==> src/pkg/pmc_pkg.sv <==
// constants and types shared by the phy misc mode control block
package pmc_pkg;
	// register byte offsets
	localparam logic [7:0] OFF_CTRL    = 8'h00; // basic control
	localparam logic [7:0] OFF_MODE    = 8'h04; // mode control and status
	localparam logic [7:0] OFF_STAT    = 8'h08; // basic status
	localparam logic [7:0] OFF_IMASK   = 8'h0c; // interrupt mask
	localparam logic [7:0] OFF_ISRC    = 8'h10; // interrupt source, w1c
	// control register field positions
	localparam int CTL_SRST   = 0; // soft reset, self clearing
	localparam int CTL_ISO    = 1; // isolate
	localparam int CTL_LPBK   = 2; // near-end loopback
	localparam int CTL_COLT   = 3; // collision test
	localparam int CTL_ANEN   = 4; // auto-negotiation enable
	localparam int CTL_FDX    = 5; // full duplex
	localparam int CTL_RPT    = 6; // repeater mode
	localparam int CTL_SPD100 = 7; // 100 mbit speed
	localparam int CTL_W      = 8; // control width
	// mode register field positions
	localparam int MOD_EDPD   = 0; // energy detect power-down enable
	localparam int MOD_FARLB  = 1; // far loopback enable
	localparam int MOD_NRG    = 2; // line energy present, read only
	// status register field positions
	localparam int STA_LINK   = 0; // combined link status
	localparam int STA_PDN    = 1; // powered down by energy detect
	localparam int STA_RMII   = 2; // rmii mode strap
	localparam int STA_FAST   = 3; // mac interface at 25 mhz
	localparam int STA_LST    = 4; // link state, four bits
	// values after reset
	localparam logic [CTL_W-1:0] CTL_RST = 8'h90; // 100 mbit, aneg on
	// symbol codes, first bit in the msb
	localparam logic [9:0] SYM_JK   = 10'h311; // 11000 10001
	localparam logic [4:0] SYM_T    = 5'h0d;   // 01101
	localparam logic [4:0] SYM_R    = 5'h07;   // 00111
	localparam logic [4:0] SYM_IDLE = 5'h1f;   // 11111
	localparam logic [2:0] SYM_LAST = 3'h4;    // last bit index of symbol
	// timing
	localparam int CLK_MHZ      = 25;  // pclk rate
	localparam int SLOW_TIME_US = 16;  // slow mac clock after reset
	localparam int SLOW_CYC     = SLOW_TIME_US * CLK_MHZ;
	localparam int LINK_WAIT_US = 330; // line settle before link ready
	localparam int LINK_WAIT_CYC = LINK_WAIT_US * CLK_MHZ;
	// link monitor states
	typedef enum logic [3:0] {
		LNK_DOWN  = 4'b0001,
		LNK_WAIT  = 4'b0010,
		LNK_READY = 4'b0100,
		LNK_UP    = 4'b1000
	} pmc_link_t;
	// carrier sense states
	typedef enum logic [4:0] {
		CS_IDLE  = 5'b00001,
		CS_PRE   = 5'b00010,
		CS_FRAME = 5'b00100,
		CS_T     = 5'b01000,
		CS_I     = 5'b10000
	} pmc_cs_t;
endpackage : pmc_pkg
==> src/core/pmc_core.sv <==
// misc mode control: power-down, isolate, resets, carrier, link, loopback
`timescale 1ns/1ps
`default_nettype none
module pmc_core #(
	parameter int LINK_WAIT = pmc_pkg::LINK_WAIT_CYC // line settle count
) (
	input  wire logic        pclk,           // system clock
	input  wire logic        presetn,        // hardware reset, active low
	input  wire logic        psel,           // apb select
	input  wire logic        penable,        // apb enable
	input  wire logic        pwrite,         // apb direction
	input  wire logic [7:0]  paddr,          // apb byte address
	input  wire logic [31:0] pwdata,         // apb write data
	output logic      [31:0] prdata,         // apb read data
	output logic             pready,         // apb ready
	output logic             pslverr,        // apb error
	input  wire logic        rmii_strap,     // mode strap, caught at reset
	input  wire logic        link_clk,       // mac side bit clock
	input  wire logic        tx_en,          // mac transmit enable
	input  wire logic        tx_er,          // mac transmit error
	input  wire logic [3:0]  txd,            // mac transmit data
	input  wire logic        rx_code_bit,    // encoded receive bit
	input  wire logic        rx_line_dv,     // line receive valid
	input  wire logic [3:0]  rx_line_d,      // line receive data
	input  wire logic        mlt3_signal_valid, // 100 mbit waveform ok
	input  wire logic        link10_ok,      // 10 mbit receiver link
	input  wire logic        line_energy_in, // energy seen on the line
	output logic             rx_dv,          // receive valid to mac
	output logic      [3:0]  rxd,            // receive data to mac
	output logic             crs,            // carrier sense, mii
	output logic             crs_dv,         // carrier sense, rmii
	output logic             col,            // collision
	output logic             line_tx_en,     // transmit to line
	output logic             line_tx_er,     // transmit error to line
	output logic      [3:0]  line_txd,       // transmit data to line
	output logic             tx_power_down,  // transmitters off
	output logic             core_power_down, // analog core off
	output logic             mac_clk_fast,   // 25 mhz when set
	output logic             link_data_enable, // link up, paths active
	output logic             link_activity_led, // link indication
	output logic             interrupt_out_n // interrupt, active low
);
	// two-stage synchroniser pair
	typedef struct packed {
		logic s1; // first stage
		logic s2; // second stage
	} pmc_sync_t;

	// all state of the block
	typedef struct packed {
		pmc_sync_t        lclk, ten, ter, rxb, rdv, mlt, l10, nrg, strap;
		logic [3:0]       txd1, txd2, rd1, rd2;  // bus synchronisers
		logic             lclk_q;     // previous link clock level
		logic [pmc_pkg::CTL_W-1:0] ctl; // basic control
		logic             edpd;       // power-down enable, soft exempt
		logic             farlb;      // far loopback enable
		logic             imask;      // energy interrupt mask
		logic             iflag;      // energy interrupt sticky
		logic             nrg_q;      // previous energy level
		logic             rmii;       // caught mode strap
		logic             strap_done; // strap caught since reset
		logic [8:0]       boot_cnt;   // slow clock timer
		pmc_pkg::pmc_link_t link_st;  // link monitor state
		logic [13:0]      link_cnt;   // settle timer
		logic [9:0]       win;        // last ten code bits
		pmc_pkg::pmc_cs_t cs_st;      // carrier state
		logic [2:0]       sym_cnt;    // bit within symbol
		logic             tx_act;     // accepted transmit activity
		logic             rx_crs;     // receive carrier
		logic             crs;        // output carrier
		logic             col;        // output collision
		logic             rxdv;       // data to mac
		logic [3:0]       rxd;
		logic             ltxen;      // data to line
		logic             ltxer;
		logic [3:0]       ltxd;
		logic [31:0]      prdata;     // read data for access phase
	} pmc_state_t;

	pmc_state_t st_reg;  // registered state
	pmc_state_t st_next; // next state

	// true when two zeros with a gap sit in the window
	function automatic logic gap_zeros(input logic [9:0] w);
		logic hit;
		hit = 1'b0;
		for (int i = 0; i < 10; i++)
		begin
			for (int j = i + 2; j < 10; j++)
			begin
				if (!w[i] && !w[j])
					hit = 1'b1;
			end
		end
		return hit;
	endfunction : gap_zeros

	// shift a pin through a synchroniser
	function automatic pmc_sync_t sync2(input pmc_sync_t s, input logic d);
		pmc_sync_t r;
		r.s1 = d;
		r.s2 = s.s1;
		return r;
	endfunction : sync2

	logic       acc;       // apb access phase
	logic       setup;     // apb setup phase
	logic       mapped;    // address decodes
	logic       wr;        // write takes effect
	logic       lc_rise;   // link clock rising edge
	logic       link_ok;   // combined link status
	logic       pdn;       // energy detect power-down active
	logic       far_on;    // far loopback in effect
	logic       mac_cut;   // mac transmit ignored
	logic [4:0] last_sym;  // symbol just completed
	logic [3:0] lst_bits;  // link state for readback

	assign acc      = psel & penable;
	assign setup    = psel & ~penable;
	assign mapped   = (paddr == pmc_pkg::OFF_CTRL) ||
		(paddr == pmc_pkg::OFF_MODE) || (paddr == pmc_pkg::OFF_STAT) ||
		(paddr == pmc_pkg::OFF_IMASK) || (paddr == pmc_pkg::OFF_ISRC);
	assign wr       = acc & pwrite & mapped;
	assign lc_rise  = st_reg.lclk.s2 & ~st_reg.lclk_q;
	assign pdn      = st_reg.edpd & ~st_reg.nrg.s2;
	assign far_on   = st_reg.farlb & st_reg.rmii;
	assign mac_cut  = st_reg.ctl[pmc_pkg::CTL_ISO] | far_on | pdn;
	assign link_ok  = st_reg.ctl[pmc_pkg::CTL_SPD100] ?
		(st_reg.link_st == pmc_pkg::LNK_UP) : st_reg.l10.s2;
	assign last_sym = st_reg.win[4:0];
	assign lst_bits = st_reg.link_st;

	// next state of the whole block
	always_comb
	begin
		st_next = st_reg;
		// pin synchronisers
		st_next.lclk  = sync2(st_reg.lclk, link_clk);
		st_next.ten   = sync2(st_reg.ten, tx_en);
		st_next.ter   = sync2(st_reg.ter, tx_er);
		st_next.rxb   = sync2(st_reg.rxb, rx_code_bit);
		st_next.rdv   = sync2(st_reg.rdv, rx_line_dv);
		st_next.mlt   = sync2(st_reg.mlt, mlt3_signal_valid);
		st_next.l10   = sync2(st_reg.l10, link10_ok);
		st_next.nrg   = sync2(st_reg.nrg, line_energy_in);
		st_next.strap = sync2(st_reg.strap, rmii_strap);
		st_next.txd1  = txd;
		st_next.txd2  = st_reg.txd1;
		st_next.rd1   = rx_line_d;
		st_next.rd2   = st_reg.rd1;
		st_next.lclk_q = st_reg.lclk.s2;
		st_next.nrg_q  = st_reg.nrg.s2;
		// strap caught once the synchroniser has filled after release
		if (!st_reg.strap_done && st_reg.boot_cnt == 9'h002)
		begin
			st_next.rmii       = st_reg.strap.s2;
			st_next.strap_done = 1'b1;
		end
		// slow mac clock timer after any reset
		if (st_reg.boot_cnt != 9'(pmc_pkg::SLOW_CYC))
			st_next.boot_cnt = st_reg.boot_cnt + 9'h001;
		// soft reset completes in the cycle after it is written
		if (st_reg.ctl[pmc_pkg::CTL_SRST])
		begin
			st_next.ctl      = pmc_pkg::CTL_RST;
			st_next.farlb    = 1'b0;
			st_next.imask    = 1'b0;
			st_next.iflag    = 1'b0;
			st_next.boot_cnt = 9'h000;
			st_next.link_st  = pmc_pkg::LNK_DOWN;
			st_next.link_cnt = 14'h0000;
		end
		else if (wr)
		begin
			// register writes
			case (paddr)
				pmc_pkg::OFF_CTRL:
					st_next.ctl = pwdata[pmc_pkg::CTL_W-1:0];
				pmc_pkg::OFF_MODE:
				begin
					st_next.edpd  = pwdata[pmc_pkg::MOD_EDPD];
					st_next.farlb = pwdata[pmc_pkg::MOD_FARLB];
				end
				pmc_pkg::OFF_IMASK:
					st_next.imask = pwdata[0];
				pmc_pkg::OFF_ISRC:
					if (pwdata[0])
						st_next.iflag = 1'b0;
				default:
					st_next.ctl = st_reg.ctl;
			endcase
		end
		// energy wake event, set wins over clear
		if (st_reg.edpd && st_reg.nrg.s2 && !st_reg.nrg_q)
			st_next.iflag = 1'b1;
		// link monitor, restarted by valid loss or soft reset
		if (!st_reg.mlt.s2 || st_reg.ctl[pmc_pkg::CTL_SRST])
		begin
			st_next.link_st  = pmc_pkg::LNK_DOWN;
			st_next.link_cnt = 14'h0000;
		end
		else
		begin
			case (st_reg.link_st)
				pmc_pkg::LNK_DOWN:
				begin
					st_next.link_st  = pmc_pkg::LNK_WAIT;
					st_next.link_cnt = 14'h0001;
				end
				pmc_pkg::LNK_WAIT:
				begin
					st_next.link_cnt = st_reg.link_cnt + 14'h0001;
					if (st_reg.link_cnt >= 14'(LINK_WAIT))
						st_next.link_st = st_reg.ctl[pmc_pkg::CTL_ANEN] ?
							pmc_pkg::LNK_READY : pmc_pkg::LNK_UP;
				end
				pmc_pkg::LNK_READY:
					if (st_reg.ctl[pmc_pkg::CTL_ANEN])
						st_next.link_st = pmc_pkg::LNK_UP;
				pmc_pkg::LNK_UP:
					st_next.link_st = pmc_pkg::LNK_UP;
				default:
					st_next.link_st = pmc_pkg::LNK_DOWN;
			endcase
		end
		// link clock edge: code stream and mac data
		if (lc_rise)
		begin
			st_next.win = {st_reg.win[8:0], st_reg.rxb.s2};
			st_next.sym_cnt = (st_reg.sym_cnt == pmc_pkg::SYM_LAST) ?
				3'h0 : st_reg.sym_cnt + 3'h1;
			case (st_reg.cs_st)
				pmc_pkg::CS_IDLE:
					if (gap_zeros(st_reg.win))
						st_next.cs_st = pmc_pkg::CS_PRE;
				pmc_pkg::CS_PRE:
					if (st_reg.win == pmc_pkg::SYM_JK)
					begin
						st_next.cs_st   = pmc_pkg::CS_FRAME;
						st_next.sym_cnt = 3'h1;
					end
					else if (&st_reg.win)
						st_next.cs_st = pmc_pkg::CS_IDLE;
				pmc_pkg::CS_FRAME:
					if (st_reg.sym_cnt == 3'h0)
					begin
						if (last_sym == pmc_pkg::SYM_T)
							st_next.cs_st = pmc_pkg::CS_T;
						else if (last_sym == pmc_pkg::SYM_IDLE)
							st_next.cs_st = pmc_pkg::CS_I;
					end
				pmc_pkg::CS_T, pmc_pkg::CS_I:
					if (st_reg.sym_cnt == 3'h0)
					begin
						// end pair closes, anything else resumes
						if ((st_reg.cs_st == pmc_pkg::CS_T &&
							last_sym == pmc_pkg::SYM_R) ||
							(st_reg.cs_st == pmc_pkg::CS_I &&
							last_sym == pmc_pkg::SYM_IDLE))
						begin
							// drop spent delimiter zeros, else carrier restarts
							st_next.cs_st = pmc_pkg::CS_IDLE;
							st_next.win   = {9'h1ff, st_reg.rxb.s2};
						end
						else
							st_next.cs_st = pmc_pkg::CS_FRAME;
					end
				default:
					st_next.cs_st = pmc_pkg::CS_IDLE;
			endcase
			// mac transmit accepted only when connected
			st_next.tx_act = st_reg.ten.s2 & ~mac_cut;
			// line side transmit
			if (far_on)
			begin
				st_next.ltxen = st_reg.rdv.s2;
				st_next.ltxer = 1'b0;
				st_next.ltxd  = st_reg.rd2;
			end
			else if (mac_cut || st_reg.ctl[pmc_pkg::CTL_LPBK])
			begin
				st_next.ltxen = 1'b0;
				st_next.ltxer = 1'b0;
				st_next.ltxd  = 4'h0;
			end
			else
			begin
				st_next.ltxen = st_reg.ten.s2;
				st_next.ltxer = st_reg.ter.s2;
				st_next.ltxd  = st_reg.txd2;
			end
			// mac side receive
			if (st_reg.ctl[pmc_pkg::CTL_ISO] || far_on || pdn)
			begin
				st_next.rxdv = 1'b0;
				st_next.rxd  = 4'h0;
			end
			else if (st_reg.ctl[pmc_pkg::CTL_LPBK])
			begin
				st_next.rxdv = st_reg.ten.s2;
				st_next.rxd  = st_reg.txd2;
			end
			else
			begin
				st_next.rxdv = st_reg.rdv.s2 & link_ok;
				st_next.rxd  = st_reg.rd2;
			end
		end
		// receive carrier from the symbol state
		st_next.rx_crs = (st_reg.cs_st == pmc_pkg::CS_PRE) ||
			(st_reg.cs_st == pmc_pkg::CS_FRAME);
		// carrier: receive only in repeater or full duplex
		if (st_reg.ctl[pmc_pkg::CTL_RPT] || st_reg.ctl[pmc_pkg::CTL_FDX])
			st_next.crs = st_reg.rx_crs & ~mac_cut;
		else
			st_next.crs = (st_reg.rx_crs | st_reg.tx_act) & ~mac_cut;
		// collision
		if (st_reg.ctl[pmc_pkg::CTL_COLT])
			st_next.col = st_reg.ten.s2 & ~mac_cut;
		else if (st_reg.ctl[pmc_pkg::CTL_FDX] ||
			st_reg.ctl[pmc_pkg::CTL_LPBK] || mac_cut)
			st_next.col = 1'b0;
		else
			st_next.col = st_reg.tx_act & st_reg.rx_crs;
		// read data prepared in the setup phase
		st_next.prdata = 32'h0000_0000;
		if (setup)
		begin
			case (paddr)
				pmc_pkg::OFF_CTRL:
					st_next.prdata[pmc_pkg::CTL_W-1:0] = st_reg.ctl;
				pmc_pkg::OFF_MODE:
				begin
					st_next.prdata[pmc_pkg::MOD_EDPD]  = st_reg.edpd;
					st_next.prdata[pmc_pkg::MOD_FARLB] = st_reg.farlb;
					st_next.prdata[pmc_pkg::MOD_NRG]   = st_reg.nrg.s2;
				end
				pmc_pkg::OFF_STAT:
				begin
					st_next.prdata[pmc_pkg::STA_LINK] = link_ok;
					st_next.prdata[pmc_pkg::STA_PDN]  = pdn;
					st_next.prdata[pmc_pkg::STA_RMII] = st_reg.rmii;
					st_next.prdata[pmc_pkg::STA_FAST] = mac_clk_fast;
					st_next.prdata[pmc_pkg::STA_LST+:4] = lst_bits;
				end
				pmc_pkg::OFF_IMASK:
					st_next.prdata[0] = st_reg.imask;
				pmc_pkg::OFF_ISRC:
					st_next.prdata[0] = st_reg.iflag;
				default:
					st_next.prdata = 32'h0000_0000;
			endcase
		end
	end

	// state register, hardware reset clears all but ctl, link_st, cs_st and win, which load their reset values
	always_ff @(posedge pclk or negedge presetn)
	begin
		if (!presetn)
		begin
			st_reg          <= '0;
			st_reg.ctl      <= pmc_pkg::CTL_RST;
			st_reg.link_st  <= pmc_pkg::LNK_DOWN;
			st_reg.cs_st    <= pmc_pkg::CS_IDLE;
			st_reg.win      <= 10'h3ff;
		end
		else
			st_reg <= st_next;
	end

	// outputs
	assign prdata            = st_reg.prdata;
	assign pready            = 1'b1;
	assign pslverr           = acc & ~mapped;
	assign rx_dv             = st_reg.rxdv;
	assign rxd               = st_reg.rxd;
	assign crs               = st_reg.crs & ~st_reg.rmii;
	assign crs_dv            = (st_reg.crs | st_reg.rxdv) & st_reg.rmii;
	assign col               = st_reg.col;
	assign line_tx_en        = st_reg.ltxen;
	assign line_tx_er        = st_reg.ltxer;
	assign line_txd          = st_reg.ltxd;
	assign tx_power_down     = pdn | st_reg.ctl[pmc_pkg::CTL_LPBK];
	assign core_power_down   = pdn;
	assign mac_clk_fast      = (st_reg.boot_cnt == 9'(pmc_pkg::SLOW_CYC)) &
		st_reg.ctl[pmc_pkg::CTL_ANEN];
	assign link_data_enable  = (st_reg.link_st == pmc_pkg::LNK_UP);
	assign link_activity_led = link_ok;
	assign interrupt_out_n   = ~(st_reg.iflag & st_reg.imask);
endmodule : pmc_core
`default_nettype wire

==> config.mk <==
export PLATFORM = sky130hd
export DESIGN_NAME = pmc_core
export DESIGN_NICKNAME = d
export VERILOG_FILES = /design/src/pkg/pmc_pkg.sv /design/src/core/pmc_core.sv
export SDC_FILE = /design/constraint.sdc
export NUM_CORES = 1
export LEC_CHECK = 0
export BUFFER_PORTS_ARGS = -buffer_cell sky130_fd_sc_hd__buf_2
export CAP_MARGIN = 20
export CORE_MARGIN = 2
export CORE_UTILIZATION = 40
export DETAILED_ROUTE_END_ITERATION = 16
export SLEW_MARGIN = 15
export SYNTH_ARGS = -nofsm -noshare
export SYNTH_HDL_FRONTEND = slang
export SYNTH_SLANG_ARGS = --single-unit
==> constraint.sdc <==
create_clock -name pclk -period 3.2 [get_ports pclk]
set_clock_uncertainty 0.1 [all_clocks]
set_input_delay 0.32 -clock pclk [delete_from_list [all_inputs] [get_ports pclk]]
set_output_delay 0.32 -clock pclk [all_outputs]
set_load 0.02 [all_outputs]
== After elaboration in Yosys (flattened, before gate mapping) ==
Index checks and enable logic that the tools add are counted.

* Flip-flop bits (word level): 142
* Memories kept: 0
* Bits in writable memories: 0
* Bits in read-only memories: 0
* Logic and storage cells: 275
* Input bits: 62
* Output and inout port bits: 54
* Bits in latches: 0

* $mul: 0
* Divide/modulo/power cells: 0
* Shift-type cells: 0
* Add/subtract/negate cells: 3
* Muxes and demuxes: 81
* Reduce and logical (&&, ||, !) cells: 86
* Order comparisons: 1
* Equal/unequal tests: 26
* Bitwise operators: 30

{| class="wikitable"
|+ Operators by type and width
! cell !! number
|-
| $mux W1 || 46
|-
| $logic_and A1 B1 Y1 || 41
|-
| $mux W5 || 8
|-
| $pmux W14 S2 || 1
|-
| $mux W27 || 1
|-
| $mux W8 || 3
|-
| $mux W10 || 2
|-
| $pmux W5 S4 || 1
|-
| $mux W18 || 1
|-
| $and A1 B1 Y1 || 17
|-
| $eq A8 B4 Y1 const B || 2
|-
| $pmux W4 S4 || 1
|-
| $mux W15 || 1
|-
| $mux W3 || 5
|-
| $add A14 B1 Y14 const B || 1
|-
| $ge A14 B14 Y1 const B || 1
|-
| $logic_not A1 Y1 || 13
|-
| $logic_or A1 B1 Y1 || 13
|-
| $mux W12 || 1
|-
| $mux W4 || 3
|-
| $mux W6 || 2
|-
| $eq A10 B10 Y1 const B || 1
|-
| $eq A5 B3 Y1 const B || 2
|-
| $eq A5 B4 Y1 const B || 2
|-
| other kinds (34) || 58
|}

== Depth between registers and ports, before layout ==
* Word-level depth: 42
* Depth in mapped cells: 7
* Depth with buffers taken out: 7

== Worst setup path before layout ==
OpenSTA, ideal clock, no wires.

* Path kind: register to register
* Start point: register st_reg, in the netlist lst_bits[2]
* End point: register st_reg, in the netlist prdata[0]
* Data required time: 2,978 ps
* Buffers on the path: 1
* Arrival: 2,039 ps
* Slack: 940 ps
* Stages on the path, launching flop included: 7
* Setup time: 122 ps
* Period minus slack after synthesis: 2,260 ps
* Path through: dfrtp_1 > buf_2 > nor4b_2 > mux2_2 > mux4_2 > nand2b_1 > a2111oi_1

{| class="wikitable"
|+ RTL lines
! item !! line !! source
|-
| start: declaration || pmc_core.sv:80 || <nowiki>pmc_state_t st_reg;</nowiki>
|-
| start signal: assignment || pmc_core.sv:368 || <nowiki>st_reg <= st_next;</nowiki>
|}

== Worst setup path in the final report ==
* Start point: register st_reg[85] in the netlist's numbering
* End point: output port mac_clk_fast

* Cells in the longest elaborated chain, start to end: 2

{| class="wikitable"
|+ RTL lines
! item !! line !! source
|-
| $eq A9 B9 Y1 || pmc_core.sv:385 || <nowiki>assign mac_clk_fast = (st_reg.boot_cnt == 9'(pmc_pkg::SLOW_CYC)) &</nowiki>
|-
| $and A1 B1 Y1 || pmc_core.sv:385 ||
|-
| end: declaration || pmc_core.sv:38 || <nowiki>output logic mac_clk_fast,</nowiki>
|}

No other way between the ends.

==> results.ini <==
[power_and_ir_drop]
pwr-share-clk_pct=45.7
combPwrFrac_pct=12.1
powerDensity_mw_per_mm2=647.1
p_leak_nw=3.075
switchingPower_w=0.001136
share_seq_of_total_power_pct=42.2
swShare_pct=26.12
vdd_drop_max_mv=0.4368
power.internal_w=0.003214

[timing]
rsz0062_at_grt=false
finalCritPeriodShare_pct=79.95
timing.slew.headroom_pct=43.99
fmax_mhz=390.9
tns_ns=0
tightest_slew_ns=0.8401
drv_slew=0
setup_viol=0
hold_viol=0
post-route-min-period_ns=2.558
hold_ws_ns=0.04007

[synth]
synth.avg_cell_area_sq_um=10.20
synth_top_area_share_pct=46.29
synth_area_leaders=dfrtp_1 (46%), dfstp_2 (6.5%), buf_4 (5.5%)
synthTopCellsByCount=dfrtp_1 (104), nor2_1 (63), nand2_1 (56)
ys_seq_elements=118
synth_edf_count=0
synth_top_cell_by_area=dfrtp_1
netlist_area_sq_mm=0.005622
yosysMostFrequentCell=dfrtp_1
synth-main-ff-cell=dfrtp_1
ys_seq_area_share_pct=52.84
synth_cells=551
yosys.cell_types.count=62
yosys_warnings=0
synthArstFlopShare_pct=100.0

[critical_path]
r2r_start=last_sym[4]$_DFFE_PN1P_
critPathTopFamily=simple AND/OR/NAND/NOR gates
cp.required_ns=2.78
crit_chain=or4_1 > nor3_1 > buf_2
critPathSlowestCell=or4_1
crit_path_start=st_reg[85]$_DFFE_PN0P_
crit_arrival_ns=2.14
endpoint_kind=primary output
path_buf_inv=1
slowest_delay_ns=0.58
start_kind=flip-flop
path_class=flip-flop to primary output
crit_path_max_fanout=6

[route]
wl_mm=11.80
ant_nets=0
drt-initial-drc-count=434
drtPass1Iterations=6
drc_errors=0
routedWlPerCell_microns=14.51
vias=4107
via_per_inst=5.052

[cts]
cts.repair.resized=0
numCtsBuffers=17
postCtsSetupBuffers=0
cts_tree=built
cts_root_buffer=clkbuf_16
hold_buffers=18
clk_path_buf_depth=2
ctsHtreeMaxLevel=4
clk_pin_slew_ns=0.05
cts_sinks=118
clk-insertion-delay-late_ns=0.41

[floorplan]
start_util_pct=40.66
fp.dieH_microns=122.6
ioPinCount=116
die_w_microns=122.6
design.core.area_sq_mm=0.01383
die_area_sq_mm=0.01502
rows=43

[placed_design]
hpwlAfterDp_mm=8.059
gp_congestion=0.8429
io_buffers=66

[global_route]
grt_use_total_pct=17.19
grt_pass1_wl_mm=19.64
antenna_found_initial=0
grt_max_degree=67
grt_pass1_vias=3921
overflow=0

[layout]
area_delta_synth_final_pct=19.59
largest_reg_flops=70
drive_above_1_share_pct=22.12
nets=689
antenna_cells=0

[run_status]
status=finished, final reports clean

[min_path]
holdCritPathClass=input port to flip-flop
hp-start=pwdata[7]

[flow_run]
drv_cap=0

cell type report:
type	instances	area, sq um
clock inverter	13	178.9
inverter	12	45.04
timing repair buffer	92	573.1
tap	180	225.2
fill	1252	7104
multi-input combinational	379	2287
clock buffer	19	442.9
sequential	118	2970
placed cells by master (no fill, tap or decap), drive strengths merged, types with 5 or more instances in the layout:
master       count
nor2b            9
nand4           11
nand3           18
nand2b           9
inv             13
dfrtp          104
mux2             9
o31ai            9
ha               7
xor2            12
nand2           56
nor3            16
a221oi           5
and3             6
conb            25
a31oi            5
clkbuf          19
buf             74
o21ai           31
a21oi            8
dfstp           14
dlygate4sd3     18
mux2i           18
and2             5
nor4            12
nor2            63
routing by layer:
metal	routed length (microns)	global-route usage, %
met1	5427	22.37
met5	0	0
met2	5632	26.81
met4	113	6.106
met3	626	5.762
final timing paths:
path	endpoint	slack [ns]	depth (start not counted)
worst max-delay path	mac_clk_fast	0.64	3
worst min-delay path	st_reg[106]$_DFFE_PN1P_	0.04	2
worst max register to register	st_reg[50]$_DFFE_PN1P_	1.02	5
worst min register to register	st_reg[111]$_DFF_PN0_	0.25	0
max in group asynchronous	last_sym[0]$_DFFE_PN1P_	1.66	3
min in group asynchronous	st_reg[75]$_DFFE_PN0P_	0.46	2
power groups by stage:
stage          clock (W)  combinational (W)  sequential [W]
6_report         0.00199           0.000525         0.00184
4_1_cts          0.00203           0.000534         0.00184
5_1_grt          0.00212           0.000596         0.00186
3_3_place_gp           0           0.000500         0.00185
2_1_floorplan          0           0.000430         0.00180
3_5_place_dp           0           0.000515         0.00186
per-stage QoR:
stage	worst slack (ns)	power [W]	utilization, %	std cells	area (sq um)
6_report	0.6415	0.004351	48.62	813	6723
5_1_grt	0.5562	0.004580	48.62	813	6723
4_1_cts	0.6518	0.004398	48.62	813	6723
3_5_place_dp	0.9327	0.002371	42.82	763	5921
3_3_place_gp	1.009	0.002352	42.82	763	5921
2_1_floorplan	0.9398	0.002228	-	574	5708
cells by family (layout without fill, tap and decap cells):
logic type,after synthesis,count (layout),share of synthesized area [%]
AOI/OAI and AO/OA,80,80,9.281
xor gates and xnor gates,14,14,2.181
adders and majority gates,7,7,1.558
buffers and inverters,77,136,8.013
DFF,118,118,52.84
muxes,28,28,5.408
other,2,25,0.1336
and+or+nand+nor,225,225,20.59
(Power assumes the default switching activity.)
